[config.mk]
export PLATFORM = sky130hd
export DESIGN_NAME = acsc_top
export DESIGN_NICKNAME = d
export VERILOG_FILES = /design/src/design/acsc_pkg.sv /design/src/design/acsc_fifo.sv /design/src/design/acsc_top.sv
export SDC_FILE = /design/constraint.sdc
export NUM_CORES = 1
export LEC_CHECK = 0
export ABC_AREA = 1
export BUFFER_PORTS_ARGS = -buffer_cell sky130_fd_sc_hd__clkbuf_2
export CORE_MARGIN = 1
export CORE_UTILIZATION = 31
export DETAILED_ROUTE_END_ITERATION = 10
export SYNTH_ARGS = -nofsm -noshare
export SYNTH_HDL_FRONTEND = slang
export SYNTH_HIERARCHICAL = 1
export SYNTH_SLANG_ARGS = --single-unit
export TNS_END_PERCENT = 1
[constraint.sdc]
create_clock -name sys_clk -period 3.35 [get_ports sys_clk]
set_input_delay 0.5025 -clock sys_clk [delete_from_list [all_inputs] [get_ports sys_clk]]
set_output_delay 0.5025 -clock sys_clk [all_outputs]
set_load 0.01 [all_outputs]
[src/design/acsc_pkg.sv]
// constants and types shared by the converter control block
package acsc_pkg;
    localparam int CLK_MHZ = 25;
    localparam int CONV60_NS = 133000000;
    localparam int CONV50_NS = 160000000;
    localparam int CONV60_CYC = CONV60_NS / 1000 * CLK_MHZ;
    localparam int CONV50_CYC = CONV50_NS / 1000 * CLK_MHZ;
    localparam int EXT_CONV_TICKS = 20510;
    localparam int NOTCH_DIV = 2560;
    localparam int FRAME_BITS = 32;
    localparam int SCK_DIV = 8;
    localparam int DOUT_INT_NS = 1670000;
    localparam int CONV_TICK_CYC =
        DOUT_INT_NS * CLK_MHZ / 1000 / (FRAME_BITS * SCK_DIV);
    localparam int SCK_HALF_CYC = CONV_TICK_CYC * SCK_DIV / 2;
    localparam int EXT_MIN_HZ = 2560;
    localparam int EXT_LOSS_NS = 1000000000 / EXT_MIN_HZ;
    localparam int EXT_LOSS_CYC = EXT_LOSS_NS * CLK_MHZ / 1000;
    localparam int SAMPLE_W = 30;
    localparam int FIFO_DEPTH = 16;
    localparam int CNT_W = 22;
    localparam int IDLE_W = 14;
    localparam int TICK_W = 8;
    localparam int BIT_W = 5;
    localparam logic [BIT_W-1:0] LAST_BIT = 5'h1f;
    localparam logic EOC_DONE = 1'b0;
    typedef enum logic [1:0] {ST_CONV, ST_SLEEP, ST_DOUT} acsc_state_e;
endpackage

[src/design/acsc_fifo.sv]
// result fifo between the decimation filter and the output shift register
`timescale 1ns/10ps
module acsc_fifo #(
    parameter int W = 30,
    parameter int DEPTH = 16
) (
    input wire logic sys_clk,
    input wire logic rst,
    input wire logic in_valid,
    input wire logic [W-1:0] in_data,
    output logic in_ready,
    output logic out_valid,
    output logic [W-1:0] out_data,
    input wire logic out_ready
);
    localparam int AW = $clog2(DEPTH);
    localparam logic [AW:0] FULL = (AW+1)'(DEPTH);
    typedef struct packed {
        logic [DEPTH-1:0][W-1:0] mem;
        logic [AW-1:0] wp;
        logic [AW-1:0] rp;
        logic [AW:0] cnt;
    } acsc_fifo_s;
    acsc_fifo_s s_r, s_nxt;
    logic push, pop;

    assign in_ready = s_r.cnt != FULL;
    assign out_valid = s_r.cnt != '0;
    assign out_data = s_r.mem[s_r.rp];
    assign push = in_valid & in_ready;
    assign pop = out_valid & out_ready;

    // pointers wrap on a power-of-two depth
    always_comb begin
        s_nxt = s_r;
        if (push) begin
            s_nxt.mem[s_r.wp] = in_data;
            s_nxt.wp = s_r.wp + 1'b1;
        end
        if (pop) begin
            s_nxt.rp = s_r.rp + 1'b1;
        end
        if (push && !pop) begin
            s_nxt.cnt = s_r.cnt + 1'b1;
        end else if (pop && !push) begin
            s_nxt.cnt = s_r.cnt - 1'b1;
        end
    end

    always_ff @(posedge sys_clk) begin
        if (rst) begin
            s_r <= '0;
        end else begin
            s_r <= s_nxt;
        end
    end
endmodule

[src/design/acsc_top.sv]
// conversion clock select, state sequencing and 3-wire serial port
`timescale 1ns/10ps
module acsc_top #(
    parameter int CONV60_CYC = acsc_pkg::CONV60_CYC,
    parameter int CONV50_CYC = acsc_pkg::CONV50_CYC,
    parameter int EXT_LOSS_CYC = acsc_pkg::EXT_LOSS_CYC
) (
    input wire logic sys_clk,
    input wire logic rst,
    input wire logic rejection_clock_select,
    input wire logic cs_n,
    input wire logic sck_in,
    output logic sck_out,
    output logic sck_oe,
    output logic sdo_out,
    output logic sdo_oe,
    input wire logic samp_valid,
    input wire logic [acsc_pkg::SAMPLE_W-1:0] samp_data,
    output logic samp_ready,
    output logic notch_50hz,
    output logic ext_clk_on,
    output logic osc_en,
    output logic conv_chan,
    output logic converting
);
    import acsc_pkg::*;

    localparam logic [CNT_W-1:0] LIM60 = CNT_W'(CONV60_CYC);
    localparam logic [CNT_W-1:0] LIM50 = CNT_W'(CONV50_CYC);
    localparam logic [CNT_W-1:0] EXT_LIM = CNT_W'(EXT_CONV_TICKS);
    localparam logic [IDLE_W-1:0] LOSS = IDLE_W'(EXT_LOSS_CYC);
    localparam logic [TICK_W-1:0] TICK_LAST = TICK_W'(CONV_TICK_CYC - 1);
    localparam logic [CNT_W-1:0] HALF_LAST = CNT_W'(SCK_HALF_CYC - 1);

    typedef struct packed {
        acsc_state_e state;
        logic [CNT_W-1:0] cnt;
        logic [CNT_W-1:0] lim;
        logic ch;
        logic [FRAME_BITS-1:0] sreg;
        logic [BIT_W-1:0] bits;
        logic started;
        logic int_sck;
        logic pend;
        logic sck;
        logic [TICK_W-1:0] tick;
        logic [1:0] ph;
        logic rej_q;
        logic armed;
        logic ext;
        logic [IDLE_W-1:0] idle;
        logic cs_q;
        logic sck_q;
        logic sdo;
    } acsc_top_s;

    acsc_top_s s_r, s_nxt;
    logic rej_rise, conv_tick, sck_rise, sck_fall, conv_done;
    logic fifo_vld;
    logic [SAMPLE_W-1:0] fifo_word;

    // rising edge of a level against its value one clock earlier
    function automatic logic edge_up(input logic now, input logic was);
        return now & ~was;
    endfunction

    ////////////////////////////////////////////////////////////////////////
    // result buffer: filter words wait here until a conversion ends

    acsc_fifo #(
        .W(SAMPLE_W),
        .DEPTH(FIFO_DEPTH)
    ) u_fifo (
        .sys_clk(sys_clk),
        .rst(rst),
        .in_valid(samp_valid),
        .in_data(samp_data),
        .in_ready(samp_ready),
        .out_valid(fifo_vld),
        .out_data(fifo_word),
        .out_ready(conv_done)
    );

    ////////////////////////////////////////////////////////////////////////
    // events of this clock

    assign rej_rise = edge_up(rejection_clock_select, s_r.rej_q);
    // external ticks replace the oscillator divider
    assign conv_tick = s_r.ext ? rej_rise : (s_r.tick == TICK_LAST);
    // own clock edges in internal mode, pin edges in external mode
    assign sck_rise = s_r.int_sck ?
        (conv_tick && s_r.ph == 2'h3 && !s_r.sck) :
        edge_up(sck_in, s_r.sck_q);
    assign sck_fall = s_r.int_sck ?
        (conv_tick && s_r.ph == 2'h3 && s_r.sck) :
        edge_up(s_r.sck_q, sck_in);
    // external mode counts clock periods, internal mode counts cycles
    assign conv_done = (s_r.state == ST_CONV) &&
        (s_r.ext ? (s_r.cnt >= EXT_LIM) :
                   (s_r.cnt >= s_r.lim - 1'b1));

    ////////////////////////////////////////////////////////////////////////
    // next state

    always_comb begin
        s_nxt = s_r;
        s_nxt.rej_q = rejection_clock_select;
        s_nxt.cs_q = cs_n;
        s_nxt.sck_q = sck_in;

        // oscillator divider runs free; it does not care about the state
        if (s_r.tick == TICK_LAST) begin
            s_nxt.tick = '0;
        end else begin
            s_nxt.tick = s_r.tick + 1'b1;
        end

        // two rising edges within one slow period make an external clock;
        // a single level change for a notch choice never qualifies
        if (rej_rise) begin
            s_nxt.idle = '0;
            s_nxt.armed = 1'b1;
            if (s_r.armed) begin
                s_nxt.ext = 1'b1;
            end
        end else if (s_r.idle == LOSS) begin
            s_nxt.armed = 1'b0;
            s_nxt.ext = 1'b0;
        end else begin
            s_nxt.idle = s_r.idle + 1'b1;
        end

        // serial clock mode: after reset, then on each select fall
        if (s_r.pend || (!cs_n && s_r.cs_q)) begin
            s_nxt.int_sck = sck_in;
            s_nxt.pend = 1'b0;
        end

        unique case (s_r.state)
            ST_CONV: begin
                // a source switch mid-way just mixes units for this result
                if (s_r.ext) begin
                    s_nxt.cnt = s_r.cnt + CNT_W'(rej_rise);
                end else begin
                    s_nxt.cnt = s_r.cnt + 1'b1;
                end
                if (conv_done) begin
                    // keep old result bits if the filter had none ready
                    s_nxt.sreg = {EOC_DONE, s_r.ch,
                        fifo_vld ? fifo_word : s_r.sreg[SAMPLE_W-1:0]};
                    s_nxt.ch = ~s_r.ch;
                    if (cs_n) begin
                        s_nxt.state = ST_SLEEP;
                    end else begin
                        s_nxt.state = ST_DOUT;
                    end
                end
            end
            ST_SLEEP: begin
                if (!cs_n) begin
                    s_nxt.state = ST_DOUT;
                end
            end
            ST_DOUT: begin
                if (cs_n) begin
                    // before the first clock only a status check was made
                    s_nxt.state = s_r.started ? ST_CONV : ST_SLEEP;
                end else begin
                    if (s_r.int_sck && conv_tick) begin
                        s_nxt.ph = s_r.ph + 1'b1;
                        if (s_r.ph == 2'h3) begin
                            s_nxt.sck = ~s_r.sck;
                        end
                    end
                    if (sck_rise) begin
                        s_nxt.started = 1'b1;
                    end
                    if (sck_fall) begin
                        if (s_r.bits == LAST_BIT) begin
                            s_nxt.state = ST_CONV;
                        end else begin
                            s_nxt.sreg = {s_r.sreg[FRAME_BITS-2:0], 1'b0};
                            s_nxt.bits = s_r.bits + 1'b1;
                        end
                    end
                end
            end
        endcase

        // fresh output frame or fresh conversion
        if (s_nxt.state == ST_DOUT && s_r.state != ST_DOUT) begin
            s_nxt.bits = '0;
            s_nxt.started = 1'b0;
            s_nxt.sck = 1'b0;
            s_nxt.ph = '0;
        end
        if (s_nxt.state == ST_CONV && s_r.state != ST_CONV) begin
            s_nxt.cnt = '0;
            // pin is read for lim only here and at reset, so later changes hit no result
            s_nxt.lim = rejection_clock_select ? LIM50 : LIM60;
            s_nxt.sck = 1'b0;
        end

        // flag in convert and sleep, frame bit during output
        if (s_nxt.state == ST_DOUT) begin
            s_nxt.sdo = s_nxt.sreg[FRAME_BITS-1];
        end else begin
            s_nxt.sdo = s_nxt.state == ST_CONV;
        end
    end

    // power-up starts a conversion and defers the mode sample one clock
    always_ff @(posedge sys_clk) begin
        if (rst) begin
            s_r <= '0;
            s_r.state <= ST_CONV;
            s_r.lim <= rejection_clock_select ? LIM50 : LIM60;
            s_r.rej_q <= rejection_clock_select; // no false edge after reset
            s_r.pend <= 1'b1;
            s_r.int_sck <= 1'b1;
            s_r.sdo <= 1'b1;
            s_r.cs_q <= 1'b1;
        end else begin
            s_r <= s_nxt;
        end
    end

    ////////////////////////////////////////////////////////////////////////
    // pins and status

    assign sdo_out = s_r.sdo;
    assign sdo_oe = ~cs_n;
    assign sck_out = s_r.sck;
    assign sck_oe = s_r.int_sck & ~cs_n;
    assign notch_50hz = s_r.lim == LIM50;
    assign ext_clk_on = s_r.ext;
    assign osc_en = ~s_r.ext;
    assign conv_chan = s_r.ch;
    assign converting = s_r.state == ST_CONV;

    // helper: cycles since the last own clock toggle within one frame
    logic [CNT_W-1:0] gap_r;
    logic tog_seen_r, int_run_r;
    logic [CNT_W-1:0] age_r;
    always_ff @(posedge sys_clk) begin
        if (rst || s_r.state != ST_DOUT || s_r.ext != s_nxt.ext) begin
            gap_r <= '0;
            tog_seen_r <= 1'b0;
        end else if (s_nxt.sck != s_r.sck) begin
            gap_r <= '0;
            tog_seen_r <= 1'b1;
        end else begin
            gap_r <= gap_r + 1'b1;
        end
    end

    // helper: age of a conversion run wholly on the oscillator
    always_ff @(posedge sys_clk) begin
        if (rst || s_r.state != ST_CONV) begin
            age_r <= '0;
            int_run_r <= ~s_r.ext;
        end else begin
            age_r <= age_r + 1'b1;
            if (s_r.ext) begin
                int_run_r <= 1'b0;
            end
        end
    end
endmodule

==> out/qor.yml, run 1 <==
outcome: "completed"
synth_simple_gate_area_share_pct: 43.98
detail_route.drc_violations: 0
area_growth_pct: 10.15
floorplan.die_area_um2: 100000
worst_pin_slew_ps: 965.6
crit_type: "flip-flop to flip-flop"
ctsRootBufferMaster: "clkbuf_16"
dominantRegCellSynth: "dfxtp_1"
clock_latency_ps: 640
inserted_clock_buffers: 67
final_cells: 6187
synth_top_family_by_area: "simple AND/OR/NAND/NOR gates"
synth_warnings: 6
critical_path.endpoint_type: "flip-flop"
hold_path_class: "primary input to flip-flop"
synth_top_cell_area_share_pct: 38.52
postPlaceCellArea_um2: 31470
boundaryPins: 46
grt_overflow_total: 0
post_synth_fa_ha_maj_area_fraction_pct: 1.700
worst_clock_skew_ps: 24.36
pwr_density_cell_nw_per_um2: 498.5
final_critical_path_setup_slack_ps: 244.6
netlist_top_cells_area: "dfxtp_1 39%, nand2_1 21%, nor2_1 13%"
largest_voltage_drop_on_the_vdd_net_v: 0.0003347
dpl.hpwl_um: 46480
timing.reg2reg.worst_path_depth: 22
post-place-cells: 6070
path_depth: 22
minimum_clock_period_ps: 3105
crit_path_capture: "u_fifo/s_r[4]$_SDFFE_PP0P_"
first_global_vias: 25650
area.sequential_um2: 11860
post_synth_inst_count: 5027
final.fill_count: 10610
pre_cts_slack_ps: 73.42
wl_per_cell_um: 14.01
floorplan.core_area_um2: 97280
drt-vias-per-instance: 4.582
number_of_enable_type_register_cells_in_the_synthesized_netlist: 2
crit_required_ps: 3870
critical_path.most_common_cell: "nand2_1"
timing.max_cap.violations: 0
drt_first_pass_iters: 5
timing.final.setup_violations: 0
rows: 114
postSynthNetCount: 5104
grt_pass1_wl_um: 138500
cp_data_arrival_time_ps: 3630
asyncSetResetFlopFracSynth_pct: 0
tns_ps: 0
ys_types: 46
synth_most_common_cell: "nand2_1"
antenna_violations_before_repair: 3
fmaxAchievable_mhz: 322.0
rrSetupSlack_ps: 240
totalWireLength_um: 86690
crit_fanout: 5
synth.area.mux_share_pct: 0.09809
dieHeight_um: 316.3
timing.hold.ws_ps: 54.89
worst_setup_path_start_kind: "flip-flop"
synthesis.area_um2: 30610
synth-seq-area-share_pct: 38.71
startpoint: "s_r[90]$_DFFE_PP_"
die_w_um: 316.3
power_leakage_nw: 17.89
path_buf_inv: 5
report.final.slew_viol_count: 0
finish.net_count: 4941
layout.cell_area.non_filler_um2: 33720
io_buffer_count: 45
unrepaired_setup_endpoints_after_global_routing: "true"
cts_htree_levels: 3
track_usage_pct: 17.18
routabilityCongestion: 0.7766
cts_max_path_buffers: 3
worst_r2r_endpoint: "u_fifo/s_r[4]$_SDFFE_PP0P_"
route.antenna.remaining_nets: 0
worst_r2r_startpoint: "s_r[90]$_DFFE_PP_"
cts.reportedPaths.clkPinSlew_ps: 60
largest_area_contributor_in_the_synthesized_netlist: "dfxtp_1"
max_stage_delay_ps: 390
pin_count_of_the_biggest_net_entering_global_routing: 95
layout-drive-gt1-share_pct: 5.906
yosys.area_share.xor_xnor_pct: 0.9441
timing.slew.headroom_pct: 35.63
crit_path_cell_trace: "inv_2 > ha_1 > ha_1 > nand3_1 > nand3_1 > nand2_1 > nand2_1 > nand2_1 > nand3_2 > nand2_2 > clkinv_1 > nand2_2 > ha_2 > inv_1 > ha_1 > inv_1 > nor2_1 > nand2_1 > nand3_1 > nand3_1 > nand2_1 > inv_1"
final.period_utilization_pct: 92.70
floorplan.initialDensity_pct: 31.47
area_used_by_multi_input_combinational_logic_um2: 14940
critical_path.top_delay_family: "adder cells"
tritoncts_num_sinks: 591
vias: 28350
drt_iter0_drc: 2182
critPathSlowestCell: "edfxtp_1"
timing.final.hold_violations: 0
synth-compound-area-share_pct: 2.052
netlist_top_cells_count: "1712 x nand2_1, 1058 x nor2_1, 589 x dfxtp_1"
syn_avg_cell_area_um2: 6.090
tritoncts: "built"
ys_seq_elements: 591
[routing by layer]
| metal | track usage [%] | part of all wire (%) |
|---|---|---|
| met5 | 0 | 0.029 |
| met3 | 1.936 | 4.6 |
| met2 | 29.52 | 47 |
| met1 | 22.48 | 47 |
| met4 | 5.212 | 2.1 |
[cell type report]
cell class	count	share of cell area (%)
multi-input cells	3510	44.32
well taps	1276	4.735
diodes	1	0.007421
repair buffers	104	2.538
clock inverters	21	0.9053
clock buffers	94	5.692
inverters	590	6.623
flip-flops and latches	591	35.18
[registers in the layout (all words and copies together), names as in the netlist]
name / flops
s_r: 94
ext_clk_on: 1
sck_out: 1
sdo_out: 1
conv_chan: 1
u_fifo/s_r: 493
[through the flow]
| step | util, % | total power [W] |
|---|---|---|
| finish | 34.66 | 0.01681 |
| global placement | 32.35 | 0.009393 |
| CTS | 34.64 | 0.01699 |
| floorplan | - | 0.008887 |
| global route | 34.66 | 0.01753 |
| detailed placement | 32.35 | 0.009410 |
[repair_timing]
item | 4_1_cts | 5_1_grt
hold buffers | 0 | 0
endpoints found under the hold margin | 0 | 0
buffers inserted | 0 | 1
setup endpoints to repair | 0 | 3
gates resized for setup | 0 | 5
[worst min-delay path by stage]
stage,start,to,slack (ps),cells past startpoint
after global placement,s_r[18]$_SDFFE_PP0P_,s_r[18]$_SDFFE_PP0P_,440,2
after CTS,rejection_clock_select,s_r[19]$_DFF_P_,30,1
final,rejection_clock_select,s_r[19]$_DFF_P_,50,1
after floorplan,s_r[22]$_SDFF_PP0_,s_r[22]$_SDFF_PP0_,430,1
after detailed placement,s_r[18]$_SDFFE_PP0P_,s_r[18]$_SDFFE_PP0P_,440,2
after global routing,rejection_clock_select,s_r[19]$_DFF_P_,40,1
[worst reg2reg max path, delay by kind of cell, from the launching register on]
| family | cells | cell delay, ps |
|---|---|---|
| flops | 1 | 390 |
| simple gates | 13 | 1060 |
| fa+ha+maj | 4 | 1110 |
| buf+inv | 5 | 450 |
[power by group]
part	leakage (nW)	internal [W]	switching, W	total (W)
logic	12.0	0.000570	0.00138	0.00195
clock network	1.10	0.00442	0.00312	0.00754
registers	4.78	0.00723	0.0000869	0.00731
total	17.9	0.0122	0.00459	0.0168
[kinds of logic after synthesis]
family,after synthesis
AND/OR/NAND/NOR,3315
buffers and inverters,926
flip-flops,591
AO/OA/AOI/OAI,118
adder cells (fa/ha/maj),41
XOR/XNOR,33
multiplexers,3
[cell usage in the layout, fill, tap and decap left out, types with 3 or more instances in the layout]
cell type	netlist	final
a21oi_1	60	58
a21oi_2	1	3
buf_12	0	15
buf_4	12	44
bufinv_16	0	5
clkbuf_1	96	14
clkbuf_16	0	68
clkbuf_2	2	45
clkbuf_8	0	12
clkinv_2	1	10
dfxtp_1	589	585
dfxtp_4	0	3
ha_1	40	39
inv_1	582	578
inv_16	0	3
inv_2	5	7
mux2i_1	3	3
nand2_1	1712	1711
nand2_2	12	13
nand3_1	458	458
nand3_2	4	4
nand3_4	16	16
nand4_1	8	8
nor2_1	1058	1058
nor2_2	22	22
nor3_1	11	11
o21ai_0	48	48
xnor2_1	9	9
xor2_1	24	24
No activity file was read; power rests on OpenSTA's default activity.
==> inputs of run 2 (changes only) <==
==> constraint.sdc (replaced) <==
create_clock -name sys_clk -period 3.5 [get_ports sys_clk]
set_input_delay 0.525 -clock sys_clk [delete_from_list [all_inputs] [get_ports sys_clk]]
set_output_delay 0.525 -clock sys_clk [all_outputs]
set_load 0.01 [all_outputs]
==> run 2 against run 1 <==
Design area is 0.17% higher. Clock power down 3.1%. Power fell by 3.8%. Critical endpoint unchanged.
==> out/qor.yml, run 2 (synthesis gave the netlist of run 1 again) <==
outcome: "completed"
route.antenna.remaining_nets: 0  # unchanged
area_used_by_multi_input_combinational_logic_um2: 14930  # about the same
track_usage_pct: 17.46  # +0.28 points
first_global_vias: 25670  # +0.11%
timing.final.hold_violations: 0  # unchanged
cp_data_arrival_time_ps: 3710  # +80 ps
share_clk_of_total_power_pct: 45.2  # +0.3 points
largestRegisters: "u_fifo/s_r x493, s_r x94"
netSwitchingFraction_pct: 26.96  # -0.35 points
layout.cell_area.non_filler_um2: 33780  # +0.17%
fmaxAchievable_mhz: 312.9  # -2.8%
worst_pin_slew_ps: 942.8  # -22.78 ps
floorplan.core_area_um2: 97280  # unchanged
cts.reportedPaths.clkPinSlew_ps: 60  # about the same
totalWireLength_um: 87870  # +1.4%
postPlaceCellArea_um2: 31470  # unchanged
largest_reg_flops: 493  # unchanged
cts_max_path_buffers: 3  # unchanged
crit_type: "flip-flop to flip-flop"
tritoncts: "built"
final.fill_count: 10570  # -0.41%
worst_setup_path_start_kind: "flip-flop"
rows: 114  # unchanged
tns_ps: 0  # unchanged
finish.net_count: 4943  # +0.040%
power_leakage_nw: 17.92  # +0.14%
antenna_violations_before_repair: 4  # +1
clock_latency_ps: 630  # about the same
intPower_w: 0.01182  # -3.3%
crit_required_ps: 4020  # +150 ps
hold_path_class: "primary input to flip-flop"
drt-vias-per-instance: 4.573  # -0.20%
final.period_utilization_pct: 91.32  # -1.4 points
inserted_clock_buffers: 69  # +3.0%
pin_count_of_the_biggest_net_entering_global_routing: 143  # +51%
dpl.hpwl_um: 48770  # +4.9%
floorplan.initialDensity_pct: 31.47  # unchanged
grt_pass1_wl_um: 140200  # +1.2%
floorplan.die_area_um2: 100000  # unchanged
wl_per_cell_um: 14.18  # +1.2%
worst_clock_skew_ps: 29.81  # +5.457 ps
tritoncts_num_sinks: 591  # unchanged
area_growth_pct: 10.34
routabilityCongestion: 0.7944  # +2.3%
power.sequential.fraction_pct: 43.3  # -0.2 points
cts_htree_levels: 3  # unchanged
area.sequential_um2: 11860  # unchanged
boundaryPins: 46  # unchanged
vias: 28340  # -0.053%
minimum_clock_period_ps: 3196  # +90.74 ps
unrepaired_setup_endpoints_after_global_routing: "false"
layout-drive-gt1-share_pct: 5.917  # +0.011 points
largest_voltage_drop_on_the_vdd_net_v: 0.0002705  # -19%
power_spent_charging_and_discharging_nets_w: 0.004362  # -5.0%
combPwrFrac_pct: 11.5  # about the same
layout.core_utilization_pct: 34.73  # +0.060 points
hold_buffers: 0  # unchanged
timing.slew.headroom_pct: 37.15  # +1.5 points
ctsRootBufferMaster: "clkbuf_16"
detail_route.drc_violations: 0  # unchanged
drt_first_pass_iters: 6  # +1
die_w_um: 316.3  # unchanged
io_buffer_count: 45  # unchanged
top_register: "u_fifo/s_r"
crit_fanout: 5  # unchanged
grt_overflow_total: 0  # unchanged
layout_commonest_cell: "nand2_1"
dieHeight_um: 316.3  # unchanged
drt_iter0_drc: 2201  # +0.87%
timing.final.setup_violations: 0  # unchanged
mostFrequentLayoutCells: "1711 x nand2_1, 1058 x nor2_1, 585 x dfxtp_1, 578 x inv_1, 458 x nand3_1"
pwr_density_cell_nw_per_um2: 478.9  # -3.9%
critical_path.endpoint_type: "flip-flop"
report.final.slew_viol_count: 0  # unchanged
timing.max_cap.violations: 0  # unchanged
-- run 2: power by group through the flow --
stage	Combinational [W]	Clock [W]	Sequential (W)
4_1_cts	0.00185	0.00748	0.00701
2_1_floorplan	0.00138	0	0.00713
3_5_place_dp	0.00184	0	0.00716
5_1_grt	0.00209	0.00778	0.00703
3_3_place_gp	0.00182	0	0.00715
6_report	0.00185	0.00731	0.00701
-- run 2: metal layers --
layer	vias to the layer above	share of wire [%]	GRT usage [%]
met2	614	47	29.99
met3	113	4.8	2.204
met1	12980	46	22.82
li1	14630	-	-
met5	-	0.028	0
met4	4	2.0	5.015
-- run 2: final cells by class --
cell class / count / share of cell area [%]
well taps: 1276 / 4.726
repair buffers: 104 / 2.534
inverters: 590 / 6.612
clock inverters: 17 / 0.5630
multi-input cells: 3510 / 44.21
clock buffers: 106 / 6.219
diodes: 2 / 0.01482
flip-flops and latches: 591 / 35.12
-- run 2: path summary, 6_finish.rpt --
path	startpoint	endpoint	slack, ps	cells after the start
worst max-delay path	s_r[90]$_DFFE_PP_	u_fifo/s_r[4]$_SDFFE_PP0P_	300	23
worst min-delay path	rejection_clock_select	s_r[19]$_DFF_P_	90	1
worst max register to register	s_r[90]$_DFFE_PP_	u_fifo/s_r[4]$_SDFFE_PP0P_	300	23
worst min register to register	s_r[69]$_SDFFE_PP0P_	s_r[69]$_SDFFE_PP0P_	460	2
-- run 2: metrics by stage --
step                hold slack, ps  instances  setup slack (ps)  power, W
global route                 72.36       6196             20.16   0.01689
CTS                          72.98       6193             219.4   0.01634
finish                       92.22       6196             303.9   0.01618
detailed placement           449.6       6070             223.3  0.009002
floorplan                    430.0       5027             305.7  0.008507
global placement             441.6       6070             277.7  0.008979
-- run 2: critical path, cell delays in order (launching register included) --
cell and delay, ps:
edfxtp_1 420, inv_2 120, ha_1 180, inv_1 50, ha_1 300, nand3_1 90
nand3_1 70, nand2_1 60, nand2_1 40, nand2_1 70, nand3_2 100, nand2_2 120
clkinv_1 160, nand2_2 150, ha_1 220, inv_1 120, ha_1 330, inv_1 70
nor2_1 90, nand2_1 80, nand3_1 80, nand3_1 80, nand2_1 70, inv_1 40
-- run 2: timing repair --
item | CTS | global route
buffers inserted | 0 | 1
resized for setup | 0 | 2
endpoints found under the setup margin | 0 | 2
